`config.mk`:
```
export PLATFORM = sky130hd
export DESIGN_NAME = cis_chan_irq_id
export DESIGN_NICKNAME = d
export VERILOG_FILES = /design/src/verilog/cis_pkg.sv /design/src/verilog/cis_chan_irq_id.sv /design/src/verilog/cis_chan_pending.sv
export SDC_FILE = /design/constraint.sdc
export NUM_CORES = 1
export LEC_CHECK = 0
export BUFFER_PORTS_ARGS = -buffer_cell sky130_fd_sc_hd__buf_2
export CORE_UTILIZATION = 50
export DETAILED_ROUTE_END_ITERATION = 16
export PLACE_DENSITY = 0.85
export SKIP_LAST_GASP = 1
export SLEW_MARGIN = 15
export SYNTH_ARGS = -nofsm -noshare
export SYNTH_HDL_FRONTEND = slang
export SYNTH_SLANG_ARGS = --single-unit
```
`constraint.sdc`:
```
create_clock -name sys_clk_in -period 2.9 [get_ports sys_clk_in]
set_input_delay 0.58 -clock sys_clk_in [delete_from_list [all_inputs] [get_ports sys_clk_in]]
set_output_delay 0.58 -clock sys_clk_in [all_outputs]
set_load 0.03 [all_outputs]
```
`src/verilog/cis_pkg.sv`:
```
`default_nettype none
package cis_pkg;
	// ----------------------------------------------------------------
	// map geometry
	// ----------------------------------------------------------------
	localparam int CIS_NUM_CHAN = 12;
	localparam int CIS_CHAN_PER_REG = 6;
	localparam int CIS_ADDR_W = 8;
	localparam int CIS_DATA_W = 8;

	// ----------------------------------------------------------------
	// register offsets
	// ----------------------------------------------------------------
	localparam logic [7:0] CIS_ADDR_ENABLE_LO = 8'h60;
	localparam logic [7:0] CIS_ADDR_PENDING_LO = 8'h61;
	localparam logic [7:0] CIS_ADDR_ENABLE_HI = 8'he0;
	localparam logic [7:0] CIS_ADDR_PENDING_HI = 8'he1;
	localparam logic [7:0] CIS_ADDR_PART_ID = 8'h6e;
	localparam logic [7:0] CIS_ADDR_REVISION = 8'h6f;
	// source-level status sits at row m, column 2
	localparam logic [3:0] CIS_SRC_STATUS_COL = 4'h2;
	// upper channels start at row 8, i.e. channel 6 plus 2
	localparam logic [3:0] CIS_UPPER_ROW_SKIP = 4'h2;

	// ----------------------------------------------------------------
	// field layout and reset values
	// ----------------------------------------------------------------
	localparam int CIS_CHAN_FIELD_LSB = 0;
	localparam logic [1:0] CIS_RSVD_VALUE = 2'h0;
	localparam logic [3:0] CIS_REV_UPPER = 4'h0;
	localparam logic [5:0] CIS_ENABLE_RESET = 6'h00;
	localparam logic [7:0] CIS_UNMAPPED_READ = 8'h00;

	// host port signals after polarity fix, all active high
	typedef struct packed {
		logic sel;
		logic rd;
		logic wr;
		logic [7:0] addr;
		logic [7:0] wdata;
	} cis_host_bus_t;

	// address of the source-level status register of one channel
	function automatic logic [7:0] cis_src_status_addr(input int ch);
		logic [3:0] row;
		row = 4'(ch);
		if (ch >= CIS_CHAN_PER_REG)
			row = 4'(ch) + CIS_UPPER_ROW_SKIP;
		return {row, CIS_SRC_STATUS_COL};
	endfunction
endpackage
`default_nettype wire

```
`src/verilog/cis_chan_irq_id.sv`:
```
`timescale 1ns/10ps
`default_nettype none
module cis_chan_irq_id
	import cis_pkg::*;
#(
	parameter int SRC_W = 4,
	parameter logic [7:0] PART_ID = 8'h5a, // arbitrary value
	parameter logic [3:0] REV_CODE = 4'h3 // arbitrary value
)
(
	input wire logic sys_clk_in,
	input wire logic rstn_in,
	// parallel host port
	input wire logic host_cs_n_in,
	input wire logic host_rd_n_in,
	input wire logic host_wr_n_in,
	input wire logic [CIS_ADDR_W-1:0] host_addr_in,
	input wire logic [CIS_DATA_W-1:0] host_data_in,
	output logic [CIS_DATA_W-1:0] host_data_out,
	output logic host_data_oe_out,
	output logic host_irq_n_out,
	// source-level status and enables, same clock domain
	input wire logic [CIS_NUM_CHAN*SRC_W-1:0] src_status_in,
	input wire logic [CIS_NUM_CHAN*SRC_W-1:0] src_enable_in,
	// one-cycle pulse per channel when its source status is read
	output logic [CIS_NUM_CHAN-1:0] src_status_read_out
);
	// ----------------------------------------------------------------
	// elaboration checks
	// ----------------------------------------------------------------
	if (SRC_W < 1 || SRC_W > CIS_DATA_W)
		$error("SRC_W must lie between 1 and the data width");
	// the summary and enable maps split the channels into two equal halves
	if (CIS_NUM_CHAN != 2 * CIS_CHAN_PER_REG)
		$error("channel count must fill both summary registers");
	// six channel bits plus the two reserved bits must fill one data word
	if (CIS_CHAN_PER_REG + $bits(CIS_RSVD_VALUE) != CIS_DATA_W)
		$error("summary layout does not fit the data width");

	// ----------------------------------------------------------------
	// host port synchroniser
	// ----------------------------------------------------------------
	// whole request is captured as one word so select, strobes and address age together
	cis_host_bus_t raw_req;
	cis_host_bus_t meta_q;
	cis_host_bus_t sync_q;
	logic rd_act_q;
	logic wr_act_q;
	wire rd_act;
	wire wr_act;
	wire rd_start;
	wire wr_start;

	// pins are active low; flip them once here so decode reads active high
	assign raw_req.sel = ~host_cs_n_in;
	assign raw_req.rd = ~host_rd_n_in;
	assign raw_req.wr = ~host_wr_n_in;
	assign raw_req.addr = host_addr_in;
	assign raw_req.wdata = host_data_in;

	// pins are asynchronous, so two stages before any decode
	always_ff @(posedge sys_clk_in or negedge rstn_in)
	begin
		if (!rstn_in)
		begin
			meta_q <= '0;
			sync_q <= '0;
		end
		else
		begin
			meta_q <= raw_req;
			sync_q <= meta_q;
		end
	end

	// strobe edge history, read only from the second stage
	always_ff @(posedge sys_clk_in or negedge rstn_in)
	begin
		if (!rstn_in)
		begin
			rd_act_q <= 1'b0;
			wr_act_q <= 1'b0;
		end
		else
		begin
			rd_act_q <= rd_act;
			wr_act_q <= wr_act;
		end
	end

	// address and data must be stable before the strobe falls
	assign rd_act = sync_q.sel & sync_q.rd;
	assign wr_act = sync_q.sel & sync_q.wr;
	assign rd_start = rd_act & ~rd_act_q;
	assign wr_start = wr_act & ~wr_act_q;

	// ----------------------------------------------------------------
	// channel-level enables
	// ----------------------------------------------------------------
	logic [CIS_NUM_CHAN-1:0] chan_enable;
	wire hit_enable_lo;
	wire hit_enable_hi;

	// write decode looks at the synchronised address only
	assign hit_enable_lo = sync_q.addr == CIS_ADDR_ENABLE_LO;
	assign hit_enable_hi = sync_q.addr == CIS_ADDR_ENABLE_HI;

	// part and revision offsets have no write path at all
	always_ff @(posedge sys_clk_in or negedge rstn_in)
	begin
		if (!rstn_in)
			chan_enable <= {CIS_ENABLE_RESET, CIS_ENABLE_RESET};
		else if (wr_start && hit_enable_lo)
			chan_enable[CIS_CHAN_PER_REG-1:0] <= sync_q.wdata[CIS_CHAN_PER_REG-1:0];
		else if (wr_start && hit_enable_hi)
			chan_enable[CIS_NUM_CHAN-1:CIS_CHAN_PER_REG] <=
				sync_q.wdata[CIS_CHAN_PER_REG-1:0];
	end

	// ----------------------------------------------------------------
	// per-channel pending bits
	// ----------------------------------------------------------------
	// one sticky bit per channel, set by its enabled sources
	logic [CIS_NUM_CHAN-1:0] pending;
	logic [CIS_NUM_CHAN-1:0] src_read;

	for (genvar ch = 0; ch < CIS_NUM_CHAN; ch++)
	begin : g_chan
		// read of this channel's source status clears the summary bit
		assign src_read[ch] = rd_start && (sync_q.addr == cis_src_status_addr(ch));

		cis_chan_pending #(
			.SRC_W(SRC_W)
		) u_pending (
			.sys_clk_in(sys_clk_in),
			.rstn_in(rstn_in),
			.src_status_in(src_status_in[ch*SRC_W +: SRC_W]),
			.src_enable_in(src_enable_in[ch*SRC_W +: SRC_W]),
			.clear_in(src_read[ch]),
			.pending_out(pending[ch])
		);
	end

	// the source-level block clears its own status on this same pulse
	assign src_status_read_out = src_read;

	// ----------------------------------------------------------------
	// read decode
	// ----------------------------------------------------------------
	wire [CIS_DATA_W-1:0] pend_lo_word;
	wire [CIS_DATA_W-1:0] pend_hi_word;
	wire [CIS_DATA_W-1:0] enable_lo_word;
	wire [CIS_DATA_W-1:0] enable_hi_word;
	wire [CIS_DATA_W-1:0] revision_word;
	wire [CIS_DATA_W-1:0] read_word;

	// bits 7 and 6 of every summary and enable word read zero
	assign pend_lo_word = {CIS_RSVD_VALUE, pending[CIS_CHAN_PER_REG-1:0]};
	assign pend_hi_word = {CIS_RSVD_VALUE, pending[CIS_NUM_CHAN-1:CIS_CHAN_PER_REG]};
	assign enable_lo_word = {CIS_RSVD_VALUE, chan_enable[CIS_CHAN_PER_REG-1:0]};
	assign enable_hi_word = {CIS_RSVD_VALUE, chan_enable[CIS_NUM_CHAN-1:CIS_CHAN_PER_REG]};
	assign revision_word = {CIS_REV_UPPER, REV_CODE};

	// offsets owned by other blocks read as zero here
	assign read_word =
		(sync_q.addr == CIS_ADDR_PENDING_LO) ? pend_lo_word :
		(sync_q.addr == CIS_ADDR_PENDING_HI) ? pend_hi_word :
		(sync_q.addr == CIS_ADDR_ENABLE_LO) ? enable_lo_word :
		(sync_q.addr == CIS_ADDR_ENABLE_HI) ? enable_hi_word :
		(sync_q.addr == CIS_ADDR_PART_ID) ? PART_ID :
		(sync_q.addr == CIS_ADDR_REVISION) ? revision_word :
		CIS_UNMAPPED_READ;

	// ----------------------------------------------------------------
	// read data and interrupt pin
	// ----------------------------------------------------------------
	// read data register and interrupt pin state
	logic [CIS_DATA_W-1:0] rdata;
	logic irq_n;
	wire irq_any;

	// only channels enabled at channel level reach the pin
	assign irq_any = |(pending & chan_enable);

	// data is captured once per read, so a bit that clears mid-read
	// does not change the value the host is latching
	always_ff @(posedge sys_clk_in or negedge rstn_in)
	begin
		if (!rstn_in)
			rdata <= CIS_UNMAPPED_READ;
		else if (rd_start)
			rdata <= read_word;
	end

	// registered so the pin never glitches while bits and enables move
	always_ff @(posedge sys_clk_in or negedge rstn_in)
	begin
		if (!rstn_in)
			irq_n <= 1'b1;
		else
			irq_n <= ~irq_any;
	end

	// the host owns the data bus except while a read is answered
	assign host_data_out = rdata;
	assign host_data_oe_out = rd_act & rd_act_q; // drive once rdata is valid
	assign host_irq_n_out = irq_n;
endmodule // cis_chan_irq_id
`default_nettype wire

```
`src/verilog/cis_chan_pending.sv`:
```
`timescale 1ns/10ps
`default_nettype none
module cis_chan_pending
	import cis_pkg::*;
#(
	parameter int SRC_W = 4
)
(
	input wire logic sys_clk_in,
	input wire logic rstn_in,
	input wire logic [SRC_W-1:0] src_status_in,
	input wire logic [SRC_W-1:0] src_enable_in,
	input wire logic clear_in,
	output logic pending_out
);
	// an empty source field would leave the channel bit stuck at zero
	if (SRC_W < 1)
		$error("SRC_W must be at least 1");

	// ----------------------------------------------------------------
	// per-channel sticky pending bit
	// ----------------------------------------------------------------
	logic pending;
	logic raise;

	// any enabled source cause raises the channel
	assign raise = |(src_status_in & src_enable_in);

	// raise wins over a clear in the same cycle so no event is dropped
	always_ff @(posedge sys_clk_in or negedge rstn_in)
	begin
		if (!rstn_in)
			pending <= 1'b0;
		else if (raise)
			pending <= 1'b1;
		else if (clear_in)
			pending <= 1'b0;
	end

	assign pending_out = pending;
endmodule // cis_chan_pending
`default_nettype wire

```
# --- After elaboration in Yosys (flattened, before gate mapping) ---
# Cells that the tools add are included.
op_classes:
  eq_ne: 18
  mux: 30
  bitwise: 25
  reduce_logical: 40
ops:
  columns: ["operator", "count"]
  rows:
  - ["$eq 8x8->1 const B", 8]
  - ["$and 4x4->4", 12]
  - ["$eq 8x7->1 const B", 6]
  - ["$reduce_or 4->1", 12]
  - ["$mux 7", 5]
  - ["$mux 1", 24]
  - ["$reduce_bool 2->1", 12]
  - ["$eq 8x6->1 const B", 2]
  - ["$logic_and 1x1->1", 14]
  - ["$and 12x12->12", 1]
  - ["$reduce_or 12->1", 1]
  - ["$eq 8x2->1 const B", 1]
  - ["$eq 8x5->1 const B", 1]
  - ["$not 1->1", 7]
  - ["$and 1x1->1", 5]
  - ["$mux 2", 1]
  - ["$reduce_and 2->1", 1]
word_totals:
  ff_bits: 69

# --- Logic depth before layout (Yosys ltp) ---
# Gate-level depths: netlist (run 1).
logic_depth:
  ltp_word: 7
  mapped_depth: 5
  mapped_depth_nobuf: 4

# --- Cells and area by module ---
# From an unflattened synthesis (run 1), not the netlist that was laid out.
hier_totals:
  cells_unflattened: 245
  hier_area_um2: 2852.7
modules_own_cells:
  columns: ["mod", "instances", "cells_per_inst", "area_per_inst_um2", "seq_area_each_um2"]
  rows:
  - ["cis_chan_irq_id", 1, 173, 2222.1, 1402.6]
  - ["cis_chan_pending", 12, 6, 52.6, 25.0]

# --- Worst setup path after synthesis (run 1) ---
# OpenSTA, ideal clock, no wires.
synth_path:
  path_type: "reg-to-output"
  startpoint: "reg sync_q[8] in the netlist's numbering"
  endpoint: "out src_status_read_out[0]"
  arrival_time_ns: 1.646
  t_required_ns: 2.320
  path_slack_ns: 0.674
  path_stages_with_launch: 5
  path_cell_list: "dfrtp_1 -> nor4b_2 -> or4b_4 -> nor3_4 -> buf_4"
synth_via:
  elab_chain_cells: 2
synth_rtl:
  columns: ["item", "line", "source"]
  rows:
  - ["start, declared", "cis_chan_irq_id.sv:46", "cis_host_bus_t sync_q;"]
  - ["start signal, assigned", "cis_chan_irq_id.sv:72", "sync_q <= meta_q;"]
  - ["$eq 8x2->1", "cis_chan_irq_id.sv:130", "assign src_read[ch] = rd_start && (sync_q.addr == cis_src_status_addr(ch));"]
  - ["$logic_and 1x1->1", "cis_chan_irq_id.sv:130", null]
  - ["end, declared", "cis_chan_irq_id.sv:26", "output logic [CIS_NUM_CHAN-1:0] src_status_read_out"]
# No other way between the ends.

# --- Worst setup path in the final report (run 1) ---
layout_path:
  startpoint: "reg sync_q[10] in the netlist's numbering"
  endpoint: "out src_status_read_out[0]"
# Same word-level chain as after synthesis.

==> impl_metrics.sql, run 1 <==
INSERT INTO impl_metrics (metric_group, metric, value, unit) VALUES
('status', 'run_status', 'finished clean', ''),
('critical_path', 'reg2reg_from', 'sync_q[8]', ''),
('drt', 'vias', '2476', ''),
('clocking', 'clkTransAtPathRegs', '70', 'ps'),
('yosys', 'synth-main-ff-cell', 'sky130_fd_sc_hd__dfrtp_1', ''),
('drt', 'via_per_inst', '5.41', ''),
('critical_path', 'critPathArrivalTime', '2140', 'ps'),
('yosys', 'post_synth_inst_count', '250', ''),
('critical_path', 'r2r_cells', '5', ''),
('yosys', 'yosysSeqAreaShare', '0.571', ''),
('pwr', 'leakagePower', '1.93', 'nW'),
('placed_design', 'place_worst_setup_slack', '442', 'ps'),
('global_route', 'globalRoute.totalOverflow', '0', ''),
('critical_path', 'crit_path_top_delay_cell', 'sky130_fd_sc_hd__or4b_4', ''),
('clocking', 'clkLatencyLatePin', '340', 'ps'),
('critical_path', 'critical_path.cell_chain', 'nor4b_4, or4b_4, nor3_4, buf_2', ''),
('critical_path', 'reg2reg_to', 'chan_enable[1]', ''),
('critical_path', 'critical_path.endpoint_type', 'primary output', ''),
('timing', 'report.final.hold_viol_count', '0', ''),
('timing', 'layout_worst_path_cycle_share', '0.939', ''),
('clocking', 'post_cts_buffers', '0', ''),
('worst_hold_path', 'hp-class', 'input port to async pin', ''),
('timing', 'finalMaxSlewViolations', '0', ''),
('critical_path', 'cp-start-kind', 'flip-flop', ''),
('drt', 'drt_drc_violations_left', '0', ''),
('critical_path', 'worst-endpoint-required', '2320', 'ps'),
('yosys', 'ys_seq_elements', '68', ''),
('floorplanning', 'rows', '27', ''),
('yosys', 'number_of_enable_flip_flop_cells_after_synthesis', '0', ''),
('pwr', 'power_per_cell_area', '534', 'nW/um2'),
('timing', 'layout_setup_ws', '178', 'ps'),
('floorplanning', 'dieHeight', '79.2', 'um'),
('floorplanning', 'num_io_pins', '139', ''),
('cells_and_area', 'final_common_cell', 'sky130_fd_sc_hd__buf_2', ''),
('drt', 'drt-initial-drc-count', '119', ''),
('clocking', 'numCtsBuffers', '9', ''),
('yosys', 'yosysWarnings', '0', ''),
('clocking', 'cts.sinks', '68', ''),
('critical_path', 'crit_fanout', '5', ''),
('cells_and_area', 'antenna_cells_inserted', '0', ''),
('critical_path', 'timing.critical_path.depth', '4', ''),
('timing', 'worst_setup_skew_after_layout', '5.36', 'ps'),
('pwr', 'ir_drop', '0.468', 'mV'),
('critical_path', 'path_class', 'flip-flop to primary output', ''),
('global_route', 'maximum_number_of_pins_on_one_net_before_global_route_repair', '69', ''),
('timing', 'layout_min_cycle_time', '2720', 'ps'),
('timing', 'totalNegativeSetupSlack', '0', 'ps'),
('floorplanning', 'core_area', '5640', 'um2'),
('global_route', 'grt_pass1_vias', '2443', ''),
('placed_design', 'post-dp-hpwl', '5.63', 'mm'),
('clocking', 'clk_path_buf_depth', '2', ''),
('timing', 'maxClockFrequency', '0.367', 'GHz'),
('drt', 'post_drt_wl_per_cell', '15.7', 'um'),
('drt', 'antenna_left', '0', ''),
('global_route', 'grt_usage', '0.247', ''),
('placed_design', 'portBuffers', '135', ''),
('clocking', 'cts_htree_levels', '3', ''),
('drt', 'detail_route.first_pass.iterations', '4', ''),
('flow_run', 'max_cap_viol_count', '0', ''),
('cells_and_area', 'area_growth_syn_to_layout', '30.0', '%'),
('cells_and_area', 'fin_nets', '498', ''),
('critical_path', 'path_delay_family', 'simple AND/OR/NAND/NOR gates', ''),
('yosys', 'post_synth_arst_share', '1.00', ''),
('critical_path', 'cp-endpoint', 'src_status_read_out[0]', ''),
('yosys', 'syn-num-nets', '367', ''),
('floorplanning', 'floorplan.initialDensity', '0.529', ''),
('drt', 'route.final.wire_length', '7.19', 'mm'),
('floorplanning', 'die_width', '79.2', 'um'),
('critical_path', 'crit_buf_inv', '1', ''),
('placed_design', 'globalplace.congestion', '0.862', ''),
('cells_and_area', 'layout_common_cells', 'sky130_fd_sc_hd__buf_2, sky130_fd_sc_hd__dfrtp_1, sky130_fd_sc_hd__nor2_1, sky130_fd_sc_hd__mux2_2, sky130_fd_sc_hd__o21ai_0', '');
==> worst register-to-register path: cells and delay by family (launching register included) <==
| family | cells | cell delay, ps |
|---|---|---|
| flops | 1 | 410 |
| buf+inv | 1 | 200 |
| mux | 1 | 380 |
| simple gates | 3 | 940 |
==> final cells by class <==
class | instances | area (um2)
fill | 422 | 1760
sequential | 68 | 1700
multi-input combinational | 151 | 1100
timing repair buffer | 140 | 726
clock buffer | 9 | 124
clock inverter | 7 | 98.8
tap | 72 | 90.1
inverter | 11 | 41.3
==> report_power, final <==
group	internal [mW]	switching (mW)
clock	0.489	0.361
combinational	0.105	0.105
sequential	0.987	0.0255
total	1.58	0.492
==> metal layers <==
layer / global-route usage / up-vias / part of all wire
met4: 0.0964 / 0 / 0.021
met3: 0.0529 / 13 / 0.058
met5: 0 / - / 0
met1: 0.303 / 1170 / 0.41
li1: - / 1190 / -
met2: 0.424 / 103 / 0.51
==> synthesized netlist by cell type (3+ instances only) <==
cell type	number	area share
sky130_fd_sc_hd__dfrtp_1	67	0.56
sky130_fd_sc_hd__a22oi_1	10	0.025
sky130_fd_sc_hd__mux2_2	12	0.045
sky130_fd_sc_hd__a221oi_1	10	0.029
sky130_fd_sc_hd__nand3b_1	6	0.015
sky130_fd_sc_hd__buf_4	13	0.033
sky130_fd_sc_hd__o21ai_1	3	0.0050
sky130_fd_sc_hd__inv_1	11	0.014
sky130_fd_sc_hd__nand3_1	8	0.013
sky130_fd_sc_hd__nor3_1	6	0.010
sky130_fd_sc_hd__nor2_1	12	0.015
sky130_fd_sc_hd__a21oi_1	5	0.0084
sky130_fd_sc_hd__nor2b_1	3	0.0063
sky130_fd_sc_hd__a22o_1	10	0.029
sky130_fd_sc_hd__nand2_1	11	0.014
sky130_fd_sc_hd__o21ai_0	12	0.020
sky130_fd_sc_hd__nand4_1	3	0.0063
==> logic make-up after synthesis <==
group,Yosys count,synth area share
buffers and inverters,31,0.0646
and+or+nand+nor,68,0.143
other,1,0.00126
DFF,68,0.571
AOI/OAI and AO/OA,68,0.168
muxes,14,0.0520
==> per-stage QoR <==
step | power (mW) | std cells | instance area, um2 | utilization | hold WS, ps
floorplan | 1.12 | 250 | 2980 | - | 284
global placement | 1.23 | 442 | 3650 | 0.646 | 332
detailed placement | 1.24 | 442 | 3650 | 0.646 | 335
CTS | 2.09 | 458 | 3870 | 0.686 | 252
global route | 2.17 | 458 | 3880 | 0.688 | 282
finish | 2.07 | 458 | 3880 | 0.688 | 238
==> state kept, by name, indices dropped and copies added, names as in the netlist <==
signal,flops
rd_act_q,1
host_data_out,7
sync_q,17
g_chan.u_pending.pending_out,12
meta_q,17
wr_act_q,1
host_irq_n_out,1
chan_enable,12
==> worst min path at each step <==
stage                from             end  slack (ps)  cells past startpoint
3_3_place_gp   meta_q[12]      sync_q[12]         330                      0
5_1_grt           rstn_in      meta_q[17]         280                      2
6_report          rstn_in        rd_act_q         240                      2
4_1_cts           rstn_in      sync_q[18]         250                      2
3_5_place_dp   meta_q[11]      sync_q[11]         330                      0
2_1_floorplan     rstn_in  chan_enable[0]         280                      0
==> what timing repair did <==
item,in CTS,in global routing
endpoints found under the setup margin,0,1
gates resized for setup,0,1
hold buffers,0,0
Note: power is estimated with default switching activity, not from simulation.
==> run 2, diff against run 1 <==
--- a/config.mk
+++ b/config.mk
@@ -9,6 +9,7 @@
 export CORE_UTILIZATION = 50
 export DETAILED_ROUTE_END_ITERATION = 16
 export PLACE_DENSITY = 0.85
+export SETUP_SLACK_MARGIN = 0.2
 export SKIP_LAST_GASP = 1
 export SLEW_MARGIN = 15
 export SYNTH_ARGS = -nofsm -noshare
==> impl_metrics.sql, run 2 (synthesis gave the netlist of run 1 again) <==
INSERT INTO impl_metrics (metric_group, metric, value, unit) VALUES
('status', 'run_status', 'finished clean', ''),
('timing', 'layout_worst_path_cycle_share', '0.897', ''),
('timing', 'finalSetupViolations', '0', ''),
('global_route', 'grt_use_met3', '0.0529', ''),
('critical_path', 'crit_path_top_delay_cell', 'sky130_fd_sc_hd__or4b_4', ''),
('cells_and_area', 'layout.cell_area.non_filler', '3900', 'um2'),
('placed_design', 'post-dp-hpwl', '5.63', 'mm'),
('clocking', 'cts_tree', 'done', ''),
('clocking', 'clockRootBuffer', 'sky130_fd_sc_hd__clkbuf_8', ''),
('timing', 'worst_setup_skew_after_layout', '4.73', 'ps'),
('critical_path', 'r2r_slack', '850', 'ps'),
('global_route', 'globalRoute.totalOverflow', '0', ''),
('clocking', 'numCtsBuffers', '9', ''),
('cells_and_area', 'layout_common_cells', 'sky130_fd_sc_hd__buf_2, sky130_fd_sc_hd__dfrtp_1, sky130_fd_sc_hd__nor2_1, sky130_fd_sc_hd__mux2_2, sky130_fd_sc_hd__o21ai_0', ''),
('timing', 'layout_min_cycle_time', '2600', 'ps'),
('clocking', 'post_cts_hold_buffer_count', '0', ''),
('placed_design', 'portBuffers', '135', ''),
('cells_and_area', 'area_growth_syn_to_layout', '30.8', '%'),
('pwr', 'ir_drop', '0.465', 'mV'),
('global_route', 'grt_pass1_vias', '2449', ''),
('global_route', 'grt.met2_usage', '0.425', ''),
('cells_and_area', 'filler_cell_count', '424', ''),
('pwr', 'leakagePower', '1.94', 'nW'),
('global_route', 'antenna_violations_before_repair', '0', ''),
('critical_path', 'critical_path.endpoint_type', 'primary output', ''),
('placed_design', 'placed_cells_incl_taps', '442', ''),
('flow_run', 'max_cap_viol_count', '0', ''),
('drt', 'via_per_inst', '5.41', ''),
('worst_hold_path', 'hp-class', 'input port to async pin', ''),
('cells_and_area', 'fin_nets', '500', ''),
('global_route', 'met1_capacity_usage_during_global_routing', '0.302', ''),
('critical_path', 'critical_path.cell_chain', 'nor4b_4, or4b_4, nor3_4, buf_6', ''),
('floorplanning', 'num_io_pins', '139', ''),
('floorplanning', 'rows', '27', ''),
('drt', 'drt_drc_violations_left', '0', ''),
('cells_and_area', 'antenna_cells_inserted', '0', ''),
('timing', 'maxClockFrequency', '0.384', 'GHz'),
('global_route', 'maximum_number_of_pins_on_one_net_before_global_route_repair', '69', ''),
('placed_design', 'placed_area', '3650', 'um2'),
('cells_and_area', 'fraction_of_final_layout_cells_sized_beyond_drive_strength_1', '0.464', ''),
('floorplanning', 'dieHeight', '79.2', 'um'),
('timing', 'layout_setup_ws', '298', 'ps'),
('critical_path', 'worst-endpoint-required', '2320', 'ps'),
('drt', 'vias', '2490', ''),
('pwr', 'power_per_cell_area', '531', 'nW/um2'),
('global_route', 'grt_usage', '0.247', ''),
('critical_path', 'r2r_cells', '5', ''),
('timing', 'finalMaxSlewViolations', '0', ''),
('floorplanning', 'die-area', '6280', 'um2'),
('global_route', 'grt_pass1_wl', '11.3', 'mm'),
('cells_and_area', 'area.sequential', '1710', 'um2'),
('timing', 'report.final.hold_viol_count', '0', ''),
('critical_path', 'critPathArrivalTime', '2020', 'ps'),
('critical_path', 'timing.critical_path.from', 'sync_q[10]', ''),
('drt', 'route.final.wire_length', '7.17', 'mm'),
('drt', 'drt-initial-drc-count', '105', ''),
('drt', 'post_drt_wl_per_cell', '15.6', 'um'),
('clocking', 'clk_path_buf_depth', '2', ''),
('clocking', 'clkLatencyLatePin', '340', 'ps'),
('drt', 'detail_route.first_pass.iterations', '4', ''),
('placed_design', 'globalplace.congestion', '0.862', ''),
('placed_design', 'place_worst_setup_slack', '442', 'ps'),
('cells_and_area', 'finish.utilization', '0.692', ''),
('floorplanning', 'core_area', '5640', 'um2'),
('floorplanning', 'floorplan.initialDensity', '0.529', ''),
('drt', 'antenna_left', '0', ''),
('clocking', 'clkTransAtPathRegs', '70', 'ps'),
('critical_path', 'crit_fanout', '5', ''),
('cells_and_area', 'multiInputGateArea', '1100', 'um2'),
('timing', 'totalNegativeSetupSlack', '0', 'ps'),
('timing', 'rsz0062_at_grt', 'no', ''),
('critical_path', 'reg2reg_to', 'chan_enable[1]', ''),
('critical_path', 'path_class', 'flip-flop to primary output', ''),
('global_route', 'top_usage_layer', 'met2', ''),
('cells_and_area', 'final_common_cell', 'sky130_fd_sc_hd__buf_2', ''),
('cells_and_area', 'largest_registers', 'meta_q: 17 flops, sync_q: 17 flops', ''),
('critical_path', 'max_stage_delay', '560', 'ps'),
('clocking', 'cts_htree_levels', '3', ''),
('critical_path', 'reg2reg_from', 'sync_q[8]', ''),
('cells_and_area', 'finish.cell_count_without_fillers', '460', ''),
('clocking', 'cts.sinks', '68', ''),
('floorplanning', 'die_width', '79.2', 'um'),
('critical_path', 'cp-start-kind', 'flip-flop', '');
## run 2: worst max path at each step
stage,slack (ps),cells past startpoint,end
global route,220,4,src_status_read_out[0]
detailed placement,440,4,src_status_read_out[0]
global placement,480,4,src_status_read_out[0]
finish,300,4,src_status_read_out[0]
CTS,200,4,src_status_read_out[0]
floorplan,670,4,src_status_read_out[0]
## run 2: cell type report
type,instances,share of cell area
tap,72,0.0231
timing repair buffer,142,0.191
clock inverter,7,0.0253
sequential,68,0.437
inverter,11,0.0106
multi-input combinational,151,0.281
clock buffer,9,0.0317
## run 2: metal layers
layer	routed length, um	vias up
met5	0	-
met4	102	0
met3	461	9
met2	3680	108
met1	2930	1180
li1	-	1193
## run 2: timing repair
item / in CTS / in global routing
setup buffers: 1 / 1
gates resized for setup: 3 / 2
pin swaps: 1 / 1
setup endpoints to repair: 5 / 4
## run 2: per-stage QoR
stage	total power, mW	hold slack (ps)
3_5_place_dp	1.24	335
4_1_cts	2.10	252
3_3_place_gp	1.23	332
6_report	2.07	245
2_1_floorplan	1.12	284
5_1_grt	2.17	282
## run 2: worst max-delay path, delay by kind of cell (launching register included)
kind	cells	cell delay (ps)
DFF	1	440
buffers and inverters	1	160
and+or+nand+nor	3	1080
## run 2: where the power goes
part | leakage, nW | switching (mW) | internal [mW] | total (mW)
Combinational | 1.03 | 0.106 | 0.106 | 0.212
Clock | 0.110 | 0.358 | 0.489 | 0.847
Sequential | 0.796 | 0.0251 | 0.987 | 1.01
Total | 1.94 | 0.489 | 1.58 | 2.07
